[config.mk]
export PLATFORM = sky130hd
export DESIGN_NAME = nvm_access
export DESIGN_NICKNAME = d
export VERILOG_FILES = /design/src/rtl/nvm_access_pkg.sv /design/src/rtl/nvm_access.sv
export SDC_FILE = /design/constraint.sdc
export NUM_CORES = 1
export LEC_CHECK = 0
export BUFFER_PORTS_ARGS = -buffer_cell sky130_fd_sc_hd__buf_2
export CAP_MARGIN = 20
export CORE_UTILIZATION = 63
export CTS_CLUSTER_SIZE = 12
export DETAILED_ROUTE_END_ITERATION = 16
export HOLD_SLACK_MARGIN = 0.02
export MAX_ROUTING_LAYER = met4
export PLACE_DENSITY = 0.78
export SYNTH_ARGS = -nofsm -noshare
export SYNTH_HDL_FRONTEND = slang
export SYNTH_SLANG_ARGS = --single-unit
[constraint.sdc]
create_clock -name I_CLK -period 2.6 [get_ports I_CLK]
set_input_delay 0.13 -clock I_CLK [delete_from_list [all_inputs] [get_ports I_CLK]]
set_output_delay 0.13 -clock I_CLK [all_outputs]
set_load 0.05 [all_outputs]
[src/rtl/nvm_access_pkg.sv]
// Package with register map, field layout and timing constants for the NVM access block
package nvm_access_pkg;
  // Register indices on the plain port (address register and data register in page 0)
  localparam logic [3:0] ADDR_REG = 4'h0;
  localparam logic [3:0] DATA_REG = 4'h1;
  // Control register reached only through pointer page 1, low byte 040h
  localparam logic [7:0] PTR_LOW_REG = 8'h40;
  localparam logic [7:0] PTR_HIGH_VAL = 8'h01;
  // Own registers: pointer bytes, indirect port, status, mask, low-power request
  localparam logic [3:0] PTR_LO_REG = 4'h2;
  localparam logic [3:0] PTR_HI_REG = 4'h3;
  localparam logic [3:0] IND_REG = 4'h4;
  localparam logic [3:0] STAT_REG = 4'h5;
  localparam logic [3:0] MASK_REG = 4'h6;
  localparam logic [3:0] LOWPWR_REG = 4'h7;
  // Control field positions
  localparam int FETCH_GO = 0;
  localparam int FETCH_EN = 1;
  localparam int PROG_GO = 2;
  localparam int PROG_EN = 3;
  // Status bits
  localparam int ST_DONE = 0;
  localparam int ST_FAIL = 1;
  localparam int ADDR_W = 6;
  localparam int DEPTH = 64;
  localparam logic [7:0] ZERO8 = 8'h00;
  localparam logic [3:0] CTRL_RST = 4'h0;
  localparam logic [1:0] IRQ_RST = 2'h0;
  // Write cycle time, in microseconds, and derived cycle count at 100 MHz
  localparam int PROG_TIME_US = 4;
  localparam int CLK_MHZ = 100;
  localparam int PROG_CYCLES = PROG_TIME_US * CLK_MHZ;
  localparam int FETCH_CYCLES = 2;
  typedef struct packed {
    logic [3:0] addr;
    logic [7:0] wdata;
    logic wr;
    logic rd;
  } bus_req_t;
endpackage

[src/rtl/nvm_access.sv]
// Byte-wide data NVM access controller with indirect control register and done interrupt
`timescale 1ns/10ps
// Notes on behaviour
// - Low-power entry during cycle fails it
// - Fetch enable bit 1, fetch start 0
// - Program enable bit 3, start 2
// - Writing zero control clears both enables
// - Fetch end seen when start bit clears
// - Program end seen when start bit clears
// - Start needs enable; hardware clears start
// - Six-bit address, upper bits zero, reset zero
// - Both starts or all four ignored
// - Write end sets done flag, interrupt
module nvm_access
  import nvm_access_pkg::*;
#(
  parameter int PROG_CNT = PROG_CYCLES
) (
  input wire logic I_CLK,
  input wire logic I_SYS_RST,
  input wire logic [3:0] I_ADDR,
  input wire logic [7:0] I_WDATA,
  input wire logic I_WR,
  input wire logic I_RD,
  output logic [7:0] O_RDATA,
  output logic O_IRQ,
  output logic O_BUSY
);
  typedef enum logic [2:0] {
    S_IDLE = 3'b001,
    S_FETCH = 3'b010,
    S_PROG = 3'b100
  } state_t;

  bus_req_t req;
  assign req = '{addr: I_ADDR, wdata: I_WDATA, wr: I_WR, rd: I_RD};

  logic [7:0] mem [DEPTH];
  state_t state_q, state_d;
  logic [ADDR_W-1:0] addr_q;
  logic [7:0] data_q, ptr_lo_q, ptr_hi_q;
  logic [3:0] ctrl_q, ctrl_d;
  logic [1:0] stat_q, mask_q;
  logic lowpwr_q;
  logic [15:0] cnt_q;
  logic [7:0] rdata_q;
  logic irq_q, busy_q;

  function automatic logic hit(input logic [3:0] a, input logic [3:0] r);
    return a == r;
  endfunction

  // Indirect port reaches the control register only at the exact pointer value
  wire ctrl_sel = (ptr_hi_q == PTR_HIGH_VAL) && (ptr_lo_q == PTR_LOW_REG);
  wire ind_wr = req.wr && hit(req.addr, IND_REG) && ctrl_sel;
  wire [3:0] wv = req.wdata[3:0];
  // Illegal combinations are dropped whole, leaving the control register untouched
  wire bad_wr = (wv[FETCH_GO] && wv[PROG_GO]) || (wv == 4'hf);
  wire ctrl_wr = ind_wr && !bad_wr;
  wire st_idle = (state_q == S_IDLE);
  wire go_fetch = ctrl_wr && st_idle && wv[FETCH_GO] && ctrl_q[FETCH_EN];
  wire go_prog = ctrl_wr && st_idle && wv[PROG_GO] && ctrl_q[PROG_EN];
  wire cnt_end_fetch = (cnt_q == 16'(FETCH_CYCLES - 1));
  wire cnt_end_prog = (cnt_q == 16'(PROG_CNT - 1));
  // A low-power request while busy aborts the cycle without touching memory
  wire abort = lowpwr_q && !st_idle;
  wire fetch_end = (state_q == S_FETCH) && cnt_end_fetch && !abort;
  wire prog_end = (state_q == S_PROG) && cnt_end_prog && !abort;
  wire stat_wr = req.wr && hit(req.addr, STAT_REG);
  wire [1:0] ev = {abort, prog_end};
  wire [1:0] stat_d = (stat_q & ~(stat_wr ? req.wdata[1:0] : 2'h0)) | ev;

  always_comb begin
    state_d = state_q;
    if (abort) begin
      state_d = S_IDLE;
    end else begin
      unique case (state_q)
        S_IDLE: begin
          if (go_fetch) state_d = S_FETCH;
          else if (go_prog) state_d = S_PROG;
        end
        S_FETCH: if (cnt_end_fetch) state_d = S_IDLE;
        S_PROG: if (cnt_end_prog) state_d = S_IDLE;
        default: state_d = S_IDLE;
      endcase
    end
  end

  always_comb begin
    ctrl_d = ctrl_q;
    if (ctrl_wr) begin
      // Enables follow the write; zero clears both
      ctrl_d[FETCH_EN] = wv[FETCH_EN];
      ctrl_d[PROG_EN] = wv[PROG_EN];
      if (go_fetch) ctrl_d[FETCH_GO] = 1'b1;
      if (go_prog) ctrl_d[PROG_GO] = 1'b1;
    end
    // Start bits are only cleared by hardware, at cycle end or on abort
    if (fetch_end || (abort && state_q == S_FETCH)) ctrl_d[FETCH_GO] = 1'b0;
    if (prog_end || (abort && state_q == S_PROG)) ctrl_d[PROG_GO] = 1'b0;
  end

  always_ff @(posedge I_CLK) begin
    if (I_SYS_RST) begin
      state_q <= S_IDLE;
      addr_q <= '0;
      data_q <= ZERO8;
      ptr_lo_q <= ZERO8;
      ptr_hi_q <= ZERO8;
      ctrl_q <= CTRL_RST;
      stat_q <= IRQ_RST;
      mask_q <= IRQ_RST;
      lowpwr_q <= 1'b0;
      cnt_q <= '0;
    end else begin
      state_q <= state_d;
      ctrl_q <= ctrl_d;
      stat_q <= stat_d;
      cnt_q <= (st_idle || state_d == S_IDLE) ? '0 : cnt_q + 16'h0001;
      if (req.wr && hit(req.addr, ADDR_REG)) addr_q <= req.wdata[ADDR_W-1:0];
      if (fetch_end) data_q <= mem[addr_q];
      else if (req.wr && hit(req.addr, DATA_REG)) data_q <= req.wdata;
      if (req.wr && hit(req.addr, PTR_LO_REG)) ptr_lo_q <= req.wdata;
      if (req.wr && hit(req.addr, PTR_HI_REG)) ptr_hi_q <= req.wdata;
      if (req.wr && hit(req.addr, MASK_REG)) mask_q <= req.wdata[1:0];
      if (req.wr && hit(req.addr, LOWPWR_REG)) lowpwr_q <= req.wdata[0];
    end
  end

  // Storage array has no reset, as a real NVM array keeps its contents
  always_ff @(posedge I_CLK) begin
    if (prog_end) mem[addr_q] <= data_q;
  end

  logic [7:0] rmux;
  always_comb begin
    rmux = ZERO8;
    unique case (req.addr)
      ADDR_REG: rmux = {2'h0, addr_q};
      DATA_REG: rmux = data_q;
      PTR_LO_REG: rmux = ptr_lo_q;
      PTR_HI_REG: rmux = ptr_hi_q;
      IND_REG: rmux = ctrl_sel ? {4'h0, ctrl_q} : ZERO8;
      STAT_REG: rmux = {6'h00, stat_q};
      MASK_REG: rmux = {6'h00, mask_q};
      LOWPWR_REG: rmux = {7'h00, lowpwr_q};
      default: rmux = ZERO8;
    endcase
  end

  always_ff @(posedge I_CLK) begin
    if (I_SYS_RST) begin
      rdata_q <= ZERO8;
      irq_q <= 1'b0;
      busy_q <= 1'b0;
    end else begin
      rdata_q <= req.rd ? rmux : ZERO8;
      irq_q <= |(stat_d & mask_q);
      busy_q <= (state_d != S_IDLE);
    end
  end

  assign O_RDATA = rdata_q;
  assign O_IRQ = irq_q;
  assign O_BUSY = busy_q;

  // Counts cycles with the program start bit up, so the full write time can be checked
  logic [15:0] held_q;
  always_ff @(posedge I_CLK) begin
    if (I_SYS_RST) begin
      held_q <= '0;
    end else begin
      held_q <= ctrl_q[PROG_GO] ? held_q + 16'h0001 : '0;
    end
  end

  property p_start_needs_enable;
    @(posedge I_CLK) disable iff (I_SYS_RST)
      (ind_wr && wv[PROG_GO] && !ctrl_q[PROG_EN]) |=> !ctrl_q[PROG_GO];
  endproperty
  a_start_needs_enable: assert property (p_start_needs_enable)
    else $error("program start took effect without enable");

  property p_both_start_ignored;
    @(posedge I_CLK) disable iff (I_SYS_RST)
      (ind_wr && bad_wr && st_idle) |=> (ctrl_q == $past(ctrl_q));
  endproperty
  a_both_start_ignored: assert property (p_both_start_ignored)
    else $error("illegal control write changed the register");

  property p_zero_clears;
    @(posedge I_CLK) disable iff (I_SYS_RST)
      (ind_wr && wv == 4'h0) |=> (!ctrl_q[PROG_EN] && !ctrl_q[FETCH_EN]);
  endproperty
  a_zero_clears: assert property (p_zero_clears)
    else $error("zero write left an enable set");

  property p_prog_held;
    @(posedge I_CLK) disable iff (I_SYS_RST)
      (state_q == S_PROG && !abort) |-> ctrl_q[PROG_GO];
  endproperty
  a_prog_held: assert property (p_prog_held)
    else $error("program start dropped during the cycle");

  property p_done_flag;
    @(posedge I_CLK) disable iff (I_SYS_RST)
      prog_end |=> (stat_q[ST_DONE] && !ctrl_q[PROG_GO]);
  endproperty
  a_done_flag: assert property (p_done_flag)
    else $error("write end did not raise done and clear start");

  property p_fetch_end;
    @(posedge I_CLK) disable iff (I_SYS_RST)
      go_fetch |=> ctrl_q[FETCH_GO] ##2 !ctrl_q[FETCH_GO];
  endproperty
  a_fetch_end: assert property (p_fetch_end)
    else $error("fetch start not cleared after the fetch time");

  property p_abort;
    @(posedge I_CLK) disable iff (I_SYS_RST)
      abort |=> (state_q == S_IDLE && stat_q[ST_FAIL]);
  endproperty
  a_abort: assert property (p_abort)
    else $error("low-power entry did not fail the cycle");

  property p_addr_upper;
    @(posedge I_CLK) disable iff (I_SYS_RST)
      (req.rd && req.addr == ADDR_REG) |=> (O_RDATA[7:6] == 2'h0);
  endproperty
  a_addr_upper: assert property (p_addr_upper)
    else $error("address upper bits read non-zero");

  property p_blocked;
    @(posedge I_CLK) disable iff (I_SYS_RST)
      (req.wr && hit(req.addr, IND_REG) && ptr_hi_q == ZERO8 && st_idle) |=> $stable(ctrl_q);
  endproperty
  a_blocked: assert property (p_blocked)
    else $error("control changed with pointer page zero");

  property p_fetch_needs_enable;
    @(posedge I_CLK) disable iff (I_SYS_RST)
      (ind_wr && wv[FETCH_GO] && !ctrl_q[FETCH_EN] && st_idle) |=> !ctrl_q[FETCH_GO];
  endproperty
  a_fetch_needs_enable: assert property (p_fetch_needs_enable)
    else $error("fetch start took effect without enable");

  property p_enables_follow;
    @(posedge I_CLK) disable iff (I_SYS_RST)
      ctrl_wr |=> (ctrl_q[PROG_EN] == $past(wv[PROG_EN])) && (ctrl_q[FETCH_EN] == $past(wv[FETCH_EN]));
  endproperty
  a_enables_follow: assert property (p_enables_follow)
    else $error("enable bits did not follow the control write");

  property p_irq_raise;
    @(posedge I_CLK) disable iff (I_SYS_RST)
      ((stat_q & ~$past(stat_q) & mask_q) != 2'h0) && $stable(mask_q) |-> O_IRQ;
  endproperty
  a_irq_raise: assert property (p_irq_raise)
    else $error("unmasked status event did not raise the interrupt");

  property p_done_clear;
    @(posedge I_CLK) disable iff (I_SYS_RST)
      (stat_wr && req.wdata[ST_DONE] && !prog_end) |=> !stat_q[ST_DONE];
  endproperty
  a_done_clear: assert property (p_done_clear)
    else $error("done flag survived a clear by software");

  property p_prog_length;
    @(posedge I_CLK) disable iff (I_SYS_RST)
      ($fell(ctrl_q[PROG_GO]) && !$past(abort)) |-> (held_q == 16'(PROG_CNT));
  endproperty
  a_prog_length: assert property (p_prog_length)
    else $error("program start not held for the full write time");

  property p_fail_stops;
    @(posedge I_CLK) disable iff (I_SYS_RST)
      (abort && state_q == S_PROG) |=> (!ctrl_q[PROG_GO] && !O_BUSY);
  endproperty
  a_fail_stops: assert property (p_fail_stops)
    else $error("aborted write left start or busy set");

  property p_addr_write;
    @(posedge I_CLK) disable iff (I_SYS_RST)
      (req.wr && hit(req.addr, ADDR_REG)) |=> (addr_q == $past(req.wdata[ADDR_W-1:0]));
  endproperty
  a_addr_write: assert property (p_addr_write)
    else $error("address register did not take the low six bits");

  property p_guard_read;
    @(posedge I_CLK) disable iff (I_SYS_RST)
      (req.rd && hit(req.addr, IND_REG) && !ctrl_sel) |=> (O_RDATA == ZERO8);
  endproperty
  a_guard_read: assert property (p_guard_read)
    else $error("control register visible outside its pointer page");

  c_fetch: cover property (@(posedge I_CLK) disable iff (I_SYS_RST) fetch_end);
  c_prog: cover property (@(posedge I_CLK) disable iff (I_SYS_RST) prog_end);
  c_abort: cover property (@(posedge I_CLK) disable iff (I_SYS_RST) abort);
  c_irq: cover property (@(posedge I_CLK) disable iff (I_SYS_RST) O_IRQ);
  c_refused: cover property (@(posedge I_CLK) disable iff (I_SYS_RST) ind_wr && bad_wr);
endmodule

==> impl_metrics.py <==
metrics = {
    "power_and_ir_drop": {
        "vdd.ir_drop.worst_v": 0.0006771,
        "p_int_mw": 14.70,
        "p_comb_frac": 0.014,
        "p_leak_nw": 7.534,
        "seq_power_share": 0.559,
        "p_sw_frac": 0.1898,
        "p_per_area_nw_per_um2": 678.6,
        "power_frac_clock": 0.428,
        "switchingPower_mw": 3.443,
    },
    "critical_path": {
        "end_kind": "flop",
        "cp_max_fo": 8,
        "cp_slowest_cell": "or3_4",
        "path_class": "reg -> reg",
        "worstPathRequired_ns": 2.90,
        "start_kind": "flop",
        "critPathBufInv": 1,
        "crit_family": "simple AND/OR/NAND/NOR gates",
        "critPathMaxStageDelay_ns": 0.45,
        "cp.arrival_ns": 2.85,
        "crit_chain": "ha_1 -> and3_1 -> nand4_1 -> or3_4 -> nor2_8 -> nand2_2 -> nor2_1 -> buf_4",
    },
    "sta": {
        "skew_ns": 0.02234,
        "grt_setup_unrepaired": "true",
        "max_freq_ghz": 0.3927,
        "hold_viol_final": 0,
        "setup_viol": 0,
        "fin_setup_tns_ns": 0,
        "fin_crit_ns": 2.547,
        "timing.hold.ws_ns": 0.08350,
        "worst_slew_pin_slew_ns": 0.8163,
        "post-route-period-util": 0.9794,
        "report.final.slew_viol_count": 0,
        "maxSlewHeadroom": 0.4551,
    },
    "synth": {
        "synthFlopType": "edfxtp_1",
        "ys_seq_area_frac": 0.7204,
        "synth.avg_cell_area_sq_um": 16.77,
        "netlist_top_cells_area": "edfxtp_1 66%, mux2i_1 7.1%, mux4_2 6.8%, dfxtp_1 6.3%, a22oi_1 2.4%",
        "synth_top_cell_by_area": "edfxtp_1",
        "yosysWarnings": 0,
        "ys_ff_latch": 586,
        "synth_edf_count": 512,
        "synth.cell_area_sq_um": 23400,
        "ys_types": 56,
        "synthCells": 1395,
        "synth_top_area_frac": 0.6571,
        "syn_nets": 1413,
        "async_flop_share": 0,
    },
    "floorplanning": {
        "die_x_um": 194.7,
        "fp.dieH_um": 194.7,
        "start_util": 0.6391,
        "num_io_pins": 26,
        "core_sq_um": 36610,
        "die-area_sq_um": 37920,
        "row_count": 70,
    },
    "detailed_routing": {
        "wl_per_cell_um": 24.75,
        "drc_errors": 0,
        "vias_per_cell": 6.414,
        "drtAntennaViolNets": 0,
        "drt_wl_total_um": 50540,
        "dr.pass1.iters": 5,
        "drtIter0Drc": 1385,
        "via_count": 13100,
    },
    "cts": {
        "clockRootBuffer": "clkbuf_16",
        "post_cts_buffers": 0,
        "cts_made_buffers": 58,
        "path_clk_slew_ns": 0.06,
        "clock_sink_count": 586,
        "cts_max_path_buffers": 3,
        "clk_latency_ns": 0.61,
        "cts_tree": "built",
        "cts.htree.levels": 2,
    },
    "placement": {
        "place_area_sq_um": 24800,
        "dp_cells": 1926,
        "globalplace.congestion": 0.8345,
        "port_buffers": 25,
        "hpwlAfterDp_um": 31020,
    },
    "grt": {
        "grt_pass1_wl_um": 77590,
        "use_met1": 0.4061,
        "met2_usage": 0.4227,
        "grtUsageTotal": 0.2832,
        "grt_pass1_vias": 12870,
        "grt.busiest_layer": "met2",
        "grt-ovfl-total": 0,
        "grt_max_degree": 53,
        "use_met3": 0.04650,
        "antenna_found_initial": 0,
    },
    "finish": {
        "final_area_sq_um": 26740,
        "areaGrowthSynthToFinish_pct": 14.27,
        "drive_above_1_share": 0.2116,
        "nets": 1553,
        "antenna_cells": 0,
        "fin_cells": 2042,
    },
    "flow_run": {
        "drv_cap": 0,
    },
    "worst_hold_path": {
        "hp-class": "in -> reg",
    },
    "outcome": {
        "outcome": "completed",
    },
}
==> final cells by class <==
type	count	area, sq um
flip-flops and latches	586	16870
fillers	2150	9873
multi-input cells	723	6151
clock buffers	88	1639
repair buffers	158	1354
well taps	468	585.6
clock inverters	11	102.6
inverters	8	30.03
==> worst reg2reg max path, cell delays in order (launching register included) <==
cell,delay [ns]
dfxtp_1,0.38
ha_1,0.20
and3_1,0.23
nand4_1,0.16
or3_4,0.45
nor2_8,0.16
nand2_2,0.26
nor2_1,0.23
buf_4,0.20
==> power by group through the flow <==
stage | combinational, mW | clock [mW] | sequential [mW]
floorplan | 0.138 | 0 | 10.3
global placement | 0.220 | 0 | 10.3
detailed placement | 0.224 | 0 | 10.3
CTS | 0.241 | 7.83 | 10.1
global route | 0.260 | 8.19 | 10.1
finish | 0.246 | 7.76 | 10.1
==> synth_stat cells, types with 5 or more instances <==
library cell  count
and3_1            5
clkbuf_1         31
buf_1             6
a211oi_1         15
o211ai_1         14
mux4_2           71
edfxtp_1        512
dfxtp_1          74
nand4_1          10
nand3_1          38
inv_1             8
nand2_1          41
o21ai_0          17
nor2b_1          25
xor2_1            6
xnor2_1           7
buf_4            17
nor2_1          138
a21oi_1          29
buf_2            21
mux2i_1         165
a22oi_1          76
nand2_2           6
mux2_2            9
==> repair_timing <==
action / in CTS / in global routing
hold buffers: 17 / 0
endpoints found under the setup margin: 0 / 256
resized for setup: 0 / 7
hold endpoints to repair: 47 / 0
==> cell families (layout without fill, tap and decap cells) <==
group / Yosys count / in the layout / share of synthesized area
xor+xnor: 13 / 13 / 0.004866
mux: 245 / 245 / 0.1433
flops: 586 / 586 / 0.7204
simple gates: 303 / 303 / 0.06529
buf+inv: 86 / 265 / 0.01818
compound gates: 160 / 160 / 0.04695
fa+ha+maj: 2 / 2 / 0.001069
==> layer usage <==
metal | vias up | wire, um
met5 | - | 0
met4 | 0 | 1236
met3 | 94 | 4461
met2 | 692 | 23740
met1 | 6568 | 21110
li1 | 5744 | -
==> cells in the final DEF (no fill, tap or decap), types with 8 or more instances in the layout <==
cell,instances
nor2_1,132
dlygate4sd3_1,17
a211oi_1,15
nand2_1,41
dfxtp_1,63
mux4_2,71
a22oi_1,76
nand4_1,10
inv_1,8
a21oi_1,29
nand3_1,38
buf_4,101
o211ai_1,14
dfxtp_2,9
nor2b_1,23
clkbuf_1,23
buf_2,25
o21ai_0,17
clkbuf_16,59
edfxtp_1,512
mux2_2,9
buf_12,15
mux2i_1,165
==> path summary, 6_finish.rpt <==
kind | from | to | slack (ns) | cells after the start
worst max-delay path | cnt_q[1] | mem[42][5] | 0.05 | 8
worst min-delay path | I_ADDR[1] | O_RDATA[7] | 0.08 | 3
worst max register to register | cnt_q[1] | mem[42][5] | 0.05 | 8
worst min register to register | ctrl_q[0] | ctrl_q[0] | 0.46 | 2
==> through the flow <==
step / worst slack [ns] / power [mW] / utilization
after CTS: 0.04894 / 18.21 / 0.7296
after global placement: 0.1915 / 10.56 / 0.6774
after global routing: -0.09074 / 18.58 / 0.7303
final: 0.05343 / 18.14 / 0.7303
after detailed placement: 0.08717 / 10.56 / 0.6774
after floorplan: 0.2700 / 10.47 / -
==> state kept, by name, indices dropped and copies added, names as in the netlist, named ones only <==
signal / cells
O_BUSY: 1
O_IRQ: 1
O_RDATA: 8
addr_q: 6
cnt_q: 16
ctrl_q: 4
data_q: 8
lowpwr_q: 1
mask_q: 2
mem: 512
ptr_hi_q: 8
ptr_lo_q: 8
stat_q: 2
state_q: 3
Power figures use the tool's default switching activity.
